--- src/hw/bus_ctl_pkg.sv ---
// Shared types and constants for the minimum-mode bus control block
package bus_ctl_pkg;

	// Reference clock and bus T-state timing
	localparam int CLK_PERIOD_NS = 10;
	localparam int TSTATE_NS     = 200;
	// Each T-state is split into a low half and a high half
	localparam int HALF_CYCLES   = (TSTATE_NS + 2 * CLK_PERIOD_NS - 1) / (2 * CLK_PERIOD_NS);
	localparam int HALF_CNT_W    = $clog2(HALF_CYCLES);
	localparam logic [HALF_CNT_W-1:0] HALF_LAST  = HALF_CNT_W'(HALF_CYCLES - 1);
	localparam logic [HALF_CNT_W-1:0] HALF_RESET = '0;

	// Pin synchroniser
	localparam int SYNC_W = 2;
	localparam int SYNC_CFG_BIT  = 0;
	localparam int SYNC_HOLD_BIT = 1;
	localparam logic [SYNC_W-1:0] SYNC_RESET = 2'h0;

	// Phase within a T-state
	localparam logic PHASE_LOW  = 1'b0;
	localparam logic PHASE_HIGH = 1'b1;

	// Kind of bus cycle: bit 2 selects memory, bit 1 selects write
	typedef enum logic [2:0] {
		CYC_IRQ_ACK = 3'h0,
		CYC_IO_RD   = 3'h1,
		CYC_IO_WR   = 3'h2,
		CYC_MEM_RD  = 3'h5,
		CYC_MEM_WR  = 3'h6
	} cycle_e;
	localparam int KIND_MEM_BIT = 2;
	localparam int KIND_WR_BIT  = 1;

	// Bus T-states, Gray along idle_state, T1, T2, T3, T4
	typedef enum logic [2:0] {
		ST_IDLE  = 3'h0,
		ST_T1    = 3'h1,
		ST_T2    = 3'h3,
		ST_T3    = 3'h2,
		ST_T4    = 3'h6,
		ST_WAIT  = 3'h7,
		ST_GRANT = 3'h4
	} tstate_e;

	// A cycle waiting to be run
	typedef struct packed {
		logic   valid;
		cycle_e kind;
	} pend_s;
	localparam pend_s PEND_RESET = '{valid: 1'b0, kind: CYC_MEM_RD};

	// Control pins that float during bus grant
	typedef struct packed {
		logic mem_io_sel;
		logic xcvr_direction;
		logic xcvr_enable_n;
		logic write_strobe_n;
		logic read_strobe_n;
	} ctl_pins_s;
	localparam ctl_pins_s CTL_IDLE   = 5'h1f;
	localparam ctl_pins_s CTL_NO_OE  = 5'h00;
	localparam ctl_pins_s CTL_ALL_OE = 5'h1f;

endpackage

--- src/hw/half_tick.sv ---
// Divider giving one enable pulse per half T-state
`timescale 1ns/1ps
module half_tick (
	input  wire logic clk,
	input  wire logic rst_n,
	output      logic tick
);
	import bus_ctl_pkg::*;

	logic [HALF_CNT_W-1:0] cnt_d;
	logic [HALF_CNT_W-1:0] cnt_q;
	logic                  tick_d;
	logic                  tick_q;

	always_comb begin
		tick_d = (cnt_q == HALF_LAST);
		cnt_d  = tick_d ? HALF_RESET : cnt_q + HALF_CNT_W'(1);
	end

	always_ff @(posedge clk or negedge rst_n) begin
		if (!rst_n) begin
			cnt_q  <= HALF_RESET;
			tick_q <= 1'b0;
		end else begin
			cnt_q  <= cnt_d;
			tick_q <= tick_d;
		end
	end

	assign tick = tick_q;
endmodule

--- src/hw/min_mode_bus_control.sv ---
// Minimum-mode local bus control: T-state sequencer, strobes and bus grant
//
// How it works
// - With the configuration pin high, run minimum mode and drive its control outputs.
// - Memory/IO select high for memory, low for I/O, from prior T4 to final T4.
// - Write strobe low through T2, T3 and wait states of write cycles.
// - During bus grant the select, write, direction and enable outputs float high.
// - Interrupt-acknowledge strobe low through T2, T3 and wait states of acknowledge cycles.
// - Interrupt-acknowledge strobe is always driven, never floated.
// - One address latch high pulse per bus cycle, during the clock-low half of T1.
// - Address latch output is always driven, never floated.
// - Transceiver direction high for transmit, low for receive, same window as select.
// - Transceiver enable asserted for every memory, I/O and acknowledge cycle.
// - Read and acknowledge cycles enable the transceiver from mid T2 to mid T4.
// - Write cycles enable the transceiver from start of T2 to mid T4.
// - Bus grant is raised at the middle of a T4 or idle_state.
// - Bus and control lines float in the same instant bus grant rises.
// - Bus request low drops grant; driving resumes only with the next bus cycle.
// - Read strobe low through T2, T3 and wait states of memory or I/O reads.
`timescale 1ns/1ps
module min_mode_bus_control (
	input  wire logic                   REF_CLK,
	input  wire logic                   RESETN,
	input  wire logic                   BUS_CONFIG_PIN,
	input  wire logic                   BUS_REQUEST,
	input  wire logic                   READY_IN,
	input  wire logic                   REQ_VALID,
	input  wire bus_ctl_pkg::cycle_e    REQ_KIND,
	output      logic                   REQ_READY,
	output      logic                   CYCLE_DONE,
	output      bus_ctl_pkg::ctl_pins_s CTL_O,
	output      bus_ctl_pkg::ctl_pins_s CTL_OE,
	output      logic                   IRQ_ACK_STROBE_N,
	output      logic                   ADDR_LATCH,
	output      logic                   BUS_GRANT
);
	import bus_ctl_pkg::*;

	// Timing and pin conditioning
	logic              tick;
	logic              mid_tick;
	logic              end_tick;
	logic [SYNC_W-1:0] pins_raw;
	logic [SYNC_W-1:0] pins_lvl;
	logic              min_mode;
	logic              hold_req;

	// Sequencer state
	tstate_e   state_d;
	tstate_e   state_q;
	logic      phase_d;
	logic      phase_q;
	cycle_e    cur_d;
	cycle_e    cur_q;
	pend_s     pend_d;
	pend_s     pend_q;
	logic      drive_d;
	logic      drive_q;
	logic      grant_d;
	logic      grant_q;
	logic      done_d;
	logic      done_q;

	// Registered pin values
	ctl_pins_s ctl_d;
	ctl_pins_s ctl_q;
	ctl_pins_s oe_d;
	ctl_pins_s oe_q;
	logic      irq_ack_strobe_n_n_d;
	logic      irq_ack_strobe_n_n_q;
	logic      ale_d;
	logic      ale_q;

	// Decode helpers for output generation
	logic      show_pend;
	cycle_e    kind_show;
	logic      in_data;
	logic      is_wr;
	logic      is_ack;
	logic      den_on;

	half_tick u_half_tick (
		.clk   (REF_CLK),
		.rst_n (RESETN),
		.tick  (tick)
	);

	// Bus request is sampled like any pin even though the requester syncs it too
	assign pins_raw[SYNC_CFG_BIT]  = BUS_CONFIG_PIN;
	assign pins_raw[SYNC_HOLD_BIT] = BUS_REQUEST;

	pin_sync u_pin_sync (
		.clk   (REF_CLK),
		.rst_n (RESETN),
		.pin   (pins_raw),
		.level (pins_lvl)
	);

	assign min_mode = pins_lvl[SYNC_CFG_BIT];
	assign hold_req = pins_lvl[SYNC_HOLD_BIT];

	// Low half ends at the middle of a T-state, high half at its end
	assign mid_tick = tick && (phase_q == PHASE_LOW);
	assign end_tick = tick && (phase_q == PHASE_HIGH);

	// One pending slot; a new cycle may queue while the current one runs
	assign REQ_READY = min_mode && !pend_q.valid;

	// Sequencer next state
	always_comb begin
		state_d = state_q;
		phase_d = tick ? ~phase_q : phase_q;
		cur_d   = cur_q;
		pend_d  = pend_q;
		drive_d = drive_q;
		grant_d = grant_q;
		done_d  = 1'b0;
		if (REQ_VALID && REQ_READY) begin
			pend_d.valid = 1'b1;
			pend_d.kind  = REQ_KIND;
		end
		if (!min_mode) begin
			// Max mode: this block stands aside completely
			state_d = ST_IDLE;
			drive_d = 1'b0;
			grant_d = 1'b0;
		end else begin
			// Select and direction become valid ahead of T1 while idle
			if (state_q == ST_IDLE && pend_q.valid) begin
				drive_d = 1'b1;
			end
			if (mid_tick) begin
				if (state_q == ST_GRANT && !hold_req) begin
					// Lines stay floated until the next cycle starts
					state_d = ST_IDLE;
					grant_d = 1'b0;
				end else if ((state_q == ST_T4 || state_q == ST_IDLE) && hold_req) begin
					// A T4 cut short by grant still completes its cycle
					if (state_q == ST_T4) begin
						done_d = 1'b1;
					end
					state_d = ST_GRANT;
					grant_d = 1'b1;
					drive_d = 1'b0;
				end
			end else if (end_tick) begin
				unique case (state_q)
					ST_IDLE, ST_T4: begin
						if (state_q == ST_T4) begin
							done_d = 1'b1;
						end
						if (pend_q.valid) begin
							state_d      = ST_T1;
							cur_d        = pend_q.kind;
							pend_d.valid = 1'b0;
							drive_d      = 1'b1;
						end else begin
							state_d = ST_IDLE;
						end
					end
					ST_T1: begin
						state_d = ST_T2;
					end
					ST_T2: begin
						state_d = ST_T3;
					end
					ST_T3, ST_WAIT: begin
						state_d = READY_IN ? ST_T4 : ST_WAIT;
					end
					ST_GRANT: begin
						state_d = ST_GRANT;
					end
				endcase
			end
		end
	end

	always_ff @(posedge REF_CLK or negedge RESETN) begin
		if (!RESETN) begin
			state_q <= ST_IDLE;
			phase_q <= PHASE_LOW;
			cur_q   <= CYC_MEM_RD;
			pend_q  <= PEND_RESET;
			drive_q <= 1'b0;
			grant_q <= 1'b0;
			done_q  <= 1'b0;
		end else begin
			state_q <= state_d;
			phase_q <= phase_d;
			cur_q   <= cur_d;
			pend_q  <= pend_d;
			drive_q <= drive_d;
			grant_q <= grant_d;
			done_q  <= done_d;
		end
	end

	// Output values are built from the next state so pins line up with the state register
	always_comb begin
		show_pend = (state_d == ST_T4 || state_d == ST_IDLE) && pend_d.valid;
		kind_show = show_pend ? pend_d.kind : cur_d;
		in_data   = (state_d == ST_T2) || (state_d == ST_T3) || (state_d == ST_WAIT);
		is_wr     = cur_d[KIND_WR_BIT];
		is_ack    = (cur_d == CYC_IRQ_ACK);
		den_on    = ((state_d == ST_T2) && (is_wr || phase_d == PHASE_HIGH))
			|| (state_d == ST_T3) || (state_d == ST_WAIT)
			|| ((state_d == ST_T4) && phase_d == PHASE_LOW);
		ctl_d = CTL_IDLE;
		oe_d  = CTL_NO_OE;
		irq_ack_strobe_n_n_d = 1'b1;
		ale_d    = 1'b0;
		if (min_mode) begin
			ctl_d.mem_io_sel     = kind_show[KIND_MEM_BIT];
			ctl_d.xcvr_direction = kind_show[KIND_WR_BIT];
			ctl_d.xcvr_enable_n  = !den_on;
			ctl_d.write_strobe_n = !(in_data && is_wr);
			ctl_d.read_strobe_n  = !(in_data && !is_wr && !is_ack);
			irq_ack_strobe_n_n_d = !(in_data && is_ack);
			ale_d    = (state_d == ST_T1) && (phase_d == PHASE_LOW);
			if (drive_d && !grant_d) begin
				oe_d = CTL_ALL_OE;
			end
		end
		// Floated lines are driven to one internally so a pull-up sees no conflict
		if (oe_d == CTL_NO_OE) begin
			ctl_d = CTL_IDLE;
		end
	end

	always_ff @(posedge REF_CLK or negedge RESETN) begin
		if (!RESETN) begin
			ctl_q    <= CTL_IDLE;
			oe_q     <= CTL_NO_OE;
			irq_ack_strobe_n_n_q <= 1'b1;
			ale_q    <= 1'b0;
		end else begin
			ctl_q    <= ctl_d;
			oe_q     <= oe_d;
			irq_ack_strobe_n_n_q <= irq_ack_strobe_n_n_d;
			ale_q    <= ale_d;
		end
	end

	assign CTL_O            = ctl_q;
	assign CTL_OE           = oe_q;
	assign IRQ_ACK_STROBE_N = irq_ack_strobe_n_n_q;
	assign ADDR_LATCH       = ale_q;
	assign BUS_GRANT        = grant_q;
	assign CYCLE_DONE       = done_q;
endmodule

--- src/hw/pin_sync.sv ---
// Three-flop synchroniser with agreement filter for pin inputs
`timescale 1ns/1ps
module pin_sync (
	input  wire logic                          clk,
	input  wire logic                          rst_n,
	input  wire logic [bus_ctl_pkg::SYNC_W-1:0] pin,
	output      logic [bus_ctl_pkg::SYNC_W-1:0] level
);
	import bus_ctl_pkg::*;

	logic [SYNC_W-1:0] s1_q;
	logic [SYNC_W-1:0] s2_q;
	logic [SYNC_W-1:0] s3_q;
	logic [SYNC_W-1:0] level_d;
	logic [SYNC_W-1:0] level_q;

	// The first stage feeds only the second; the filter sees stages two and three
	genvar i;
	generate
		for (i = 0; i < SYNC_W; i++) begin : g_bit
			always_comb begin
				level_d[i] = (s2_q[i] == s3_q[i]) ? s3_q[i] : level_q[i];
			end
		end
	endgenerate

	always_ff @(posedge clk or negedge rst_n) begin
		if (!rst_n) begin
			s1_q    <= SYNC_RESET;
			s2_q    <= SYNC_RESET;
			s3_q    <= SYNC_RESET;
			level_q <= SYNC_RESET;
		end else begin
			s1_q    <= pin;
			s2_q    <= s1_q;
			s3_q    <= s2_q;
			level_q <= level_d;
		end
	end

	assign level = level_q;
endmodule
--- config.mk ---
export PLATFORM = sky130hd
export DESIGN_NAME = min_mode_bus_control
export DESIGN_NICKNAME = d
export VERILOG_FILES = /design/src/hw/bus_ctl_pkg.sv /design/src/hw/half_tick.sv /design/src/hw/min_mode_bus_control.sv /design/src/hw/pin_sync.sv
export SDC_FILE = /design/constraint.sdc
export NUM_CORES = 1
export LEC_CHECK = 0
export BUFFER_PORTS_ARGS = -buffer_cell sky130_fd_sc_hd__buf_2
export CAP_MARGIN = 20
export CORE_ASPECT_RATIO = 0.9
export CORE_UTILIZATION = 47
export CTS_BUF_LIST = sky130_fd_sc_hd__clkbuf_4 sky130_fd_sc_hd__clkbuf_8
export CTS_CLUSTER_DIAMETER = 200
export DETAILED_ROUTE_END_ITERATION = 7
export PLACE_DENSITY = 0.68
export SLEW_MARGIN = 0
export SYNTH_ARGS = -nofsm -noshare
export SYNTH_HDL_FRONTEND = slang
export SYNTH_SLANG_ARGS = --single-unit
export TNS_END_PERCENT = 5
--- constraint.sdc ---
create_clock -name REF_CLK -period 4.59 [get_ports REF_CLK]
set_input_delay 0.2295 -clock REF_CLK [delete_from_list [all_inputs] [get_ports REF_CLK]]
set_output_delay 0.2295 -clock REF_CLK [all_outputs]
set_load 0.01 [all_outputs]
==> flow_metrics.env <==
export IMPL_outcome="finished, final reports clean"
export IMPL_vias_per_cell=5.28
export IMPL_dr_pass1_iters=4
export IMPL_die_area_um2=3760
export IMPL_min_period_over_period=0.493
export IMPL_synth_async_reset_ratio=1.00
export IMPL_port_buffer_count=23
export IMPL_synth_ff_type="dfrtp_1"
export IMPL_synth_nets=150
export IMPL_die_h_um=58.2
export IMPL_final_instance_count_excl_fill=206
export IMPL_ant_nets=0
export IMPL_row_count=20
export IMPL_clk_pin_slew_ns=0.06
export IMPL_slew_violations=0
export IMPL_crit_path_max_fanout=8
export IMPL_synthMuxAreaShare=0.0591
export IMPL_hold_viol=0
export IMPL_peakVddDrop_uv=249
export IMPL_cts_buffers=5
export IMPL_cts_resized=0
export IMPL_synth_simple_area_share=0.148
export IMPL_ys_warn_count=0
export IMPL_slowest_stage="a2111oi_4"
export IMPL_drt_total_wl_um=2980
export IMPL_root_buffer="clkbuf_8"
export IMPL_stdcell_area_um2=1840
export IMPL_start_util=0.489
export IMPL_reg2reg_slack_ns=2.33
export IMPL_drt_iter0_drc=38
export IMPL_p_per_area_nw_per_um2=438
export IMPL_insertion_delay_ns=0.28
export IMPL_fmax_mhz=442
export IMPL_drive_gt1_frac=0.333
export IMPL_yosysSeqAreaShare=0.538
export IMPL_total_power_mw=0.806
export IMPL_fin_setup_tns_ns=0
export IMPL_setup_viol=0
export IMPL_cts_setup_buffers=0
export IMPL_ioPinCount=24
export IMPL_synth_edf_count=0
export IMPL_slowest_delay_ns=0.57
export IMPL_leakage_nw=0.841
export IMPL_period_minus_slack_ns=2.26
export IMPL_hold_ws_ns=0.0108
export IMPL_post_route_drc_count=0
export IMPL_hpwl_um=2190
export IMPL_yosys_register_bits=35
export IMPL_synth_cell_types=47
export IMPL_synth_compound_area_frac=0.145
export IMPL_placed_cells=199
export IMPL_startpoint_type="flip-flop"
export IMPL_synthXorXnorAreaFrac=0.0205
export IMPL_cts_tree="built"
export IMPL_hp_class="input port to asynchronous set/reset pin"
export IMPL_worst_pin_slew_ns=0.743
export IMPL_htreeDepth=2
export IMPL_nets=173
export IMPL_drv_cap=0
export IMPL_coreArea_um2=3380
export IMPL_grt_pass1_wl_um=5040
export IMPL_grtUsageTotal=0.187
export IMPL_holdBufCountCts=0
export IMPL_wl_per_cell_um=14.5
export IMPL_reg2reg_depth=7
export IMPL_synth_area_um2=1650
export IMPL_crit_chain="inv_1 > ha_1 > nand2b_2 > o21ai_2 > a2111oi_4 > nand2b_1 > or3b_1"
export IMPL_area_growth_pct=11.5
export IMPL_place_congestion=0.854
export IMPL_diodes=0
export IMPL_arrival_ns=2.47
export IMPL_clock_sinks=35
export IMPL_overflow=0
export IMPL_grt_pass1_vias=1091
export IMPL_cp_required_ns=4.79
export IMPL_rsz0062_at_grt="no"
export IMPL_worstSetupPathType="flip-flop to flip-flop"
export IMPL_grt_start_max_net_pins=36
export IMPL_antenna_found_initial=0
export IMPL_slew_headroom=0.504
export IMPL_dpl_cell_area_um2=1760
export IMPL_cp_end_kind="flip-flop"
export IMPL_synthAdderAreaFrac=0.0273
export IMPL_synth_area_per_cell_um2=11.9
export IMPL_clock_skew_ns=0.00269
export IMPL_die_w_um=64.5
export IMPL_synth_top_family_by_area="simple AND/OR/NAND/NOR gates"
export IMPL_clock_path_buffers=2
export IMPL_vias=1088
export IMPL_synth_cells=139
## layout make-up
class / count / area, um2
clock buffer: 7 / 83.8
fill: 291 / 1540
inverter: 10 / 37.5
multi-input combinational: 87 / 662
sequential: 35 / 888
tap: 44 / 55.1
timing repair buffer: 23 / 115
## worst paths after layout
kind | start | to
min in group REF_CLK | BUS_CONFIG_PIN | u_pin_sync.s1_q[0]$_DFF_PN0_
max reg2reg | phase_q$_DFF_PN0_ | CTL_O[0]$_DFF_PN1_
max | phase_q$_DFF_PN0_ | CTL_O[0]$_DFF_PN1_
max in group asynchronous | RESETN | u_pin_sync.level[1]$_DFFE_PN0N_
min reg2reg | u_pin_sync.s1_q[0]$_DFF_PN0_ | u_pin_sync.s2_q[0]$_DFF_PN0_
min | RESETN | ADDR_LATCH$_DFF_PN0_
## sequential cells by signal (all words and copies together), names as in the netlist, 2 cells and up, named ones only
name and cells:
CTL_O 5, u_pin_sync.level 2, u_pin_sync.s2_q 2, u_half_tick.cnt_q 4
u_pin_sync.s3_q 2, u_pin_sync.s1_q 2, cur_q 3, pend_q 3
state_q 3
## synth_stat cells, types with 2 or more instances
library cell / count / area share
a21oi_1: 3 / 0.0091
a22o_1: 2 / 0.011
and2_1: 2 / 0.0076
and2b_1: 2 / 0.0091
buf_4: 4 / 0.018
buf_6: 3 / 0.020
dfrtp_1: 25 / 0.38
dfstp_2: 10 / 0.16
ha_1: 2 / 0.015
inv_1: 10 / 0.023
maj3_1: 2 / 0.012
mux2_2: 6 / 0.041
mux2i_1: 3 / 0.018
nand2_1: 8 / 0.018
nand2b_1: 3 / 0.011
nand3_1: 4 / 0.012
nor2_1: 8 / 0.018
nor2b_1: 4 / 0.015
nor3_1: 4 / 0.012
nor3b_1: 2 / 0.0091
o21ai_0: 4 / 0.012
o21ai_1: 2 / 0.0061
o31ai_1: 2 / 0.0091
## per-layer routing
layer,share of wire,track usage,up-vias,wire [um]
met5,0,0,-,0
met1,0.47,0.233,540,1390
li1,-,-,529,-
met3,0.030,0.0610,5,90
met2,0.49,0.301,14,1450
met4,0.016,0.0762,0,48
## cell usage in the layout (no fill, tap or decap), types with 3 or more instances in the layout
| master | count |
|---|---|
| nor2b_1 | 4 |
| nand2_1 | 8 |
| a21oi_1 | 3 |
| mux2_2 | 6 |
| nand3_1 | 4 |
| dfrtp_1 | 25 |
| mux2i_1 | 3 |
| buf_2 | 23 |
| inv_1 | 10 |
| nor3_1 | 4 |
| o21ai_0 | 4 |
| nand2b_1 | 3 |
| clkbuf_8 | 5 |
| nor2_1 | 8 |
| dfstp_2 | 10 |
## worst max-delay path: cells and delay by family, from the launching register on
kind / cells / cell delay, ns
AOI/OAI and AO/OA: 2 / 0.64
DFF: 1 / 0.38
adders and majority gates: 1 / 0.33
buffers and inverters: 1 / 0.06
and+or+nand+nor: 3 / 0.78
## logic make-up after synthesis
logic type               count (synthesis)
adder cells (fa/ha/maj)                  4
flip-flops                              35
XOR/XNOR                                 3
multiplexers                             9
AND/OR/NAND/NOR                         43
buffers and inverters                   17
AO/OA/AOI/OAI                           28
## metrics by stage
| stage | worst slack (ns) | util |
|---|---|---|
| 6_report | 2.33 | 0.545 |
| 4_1_cts | 2.33 | 0.545 |
| 3_5_place_dp | 2.34 | 0.520 |
| 2_1_floorplan | 2.54 | - |
| 3_3_place_gp | 2.45 | 0.520 |
| 5_1_grt | 2.15 | 0.545 |
## where the power goes
group | leakage, nW | switching (mW) | internal, mW
Sequential | 0.416 | 0.0370 | 0.375
Combinational | 0.380 | 0.0987 | 0.0824
Clock | 0.0452 | 0.0964 | 0.116
Total | 0.841 | 0.232 | 0.574
Power figures use the tool's default switching activity.
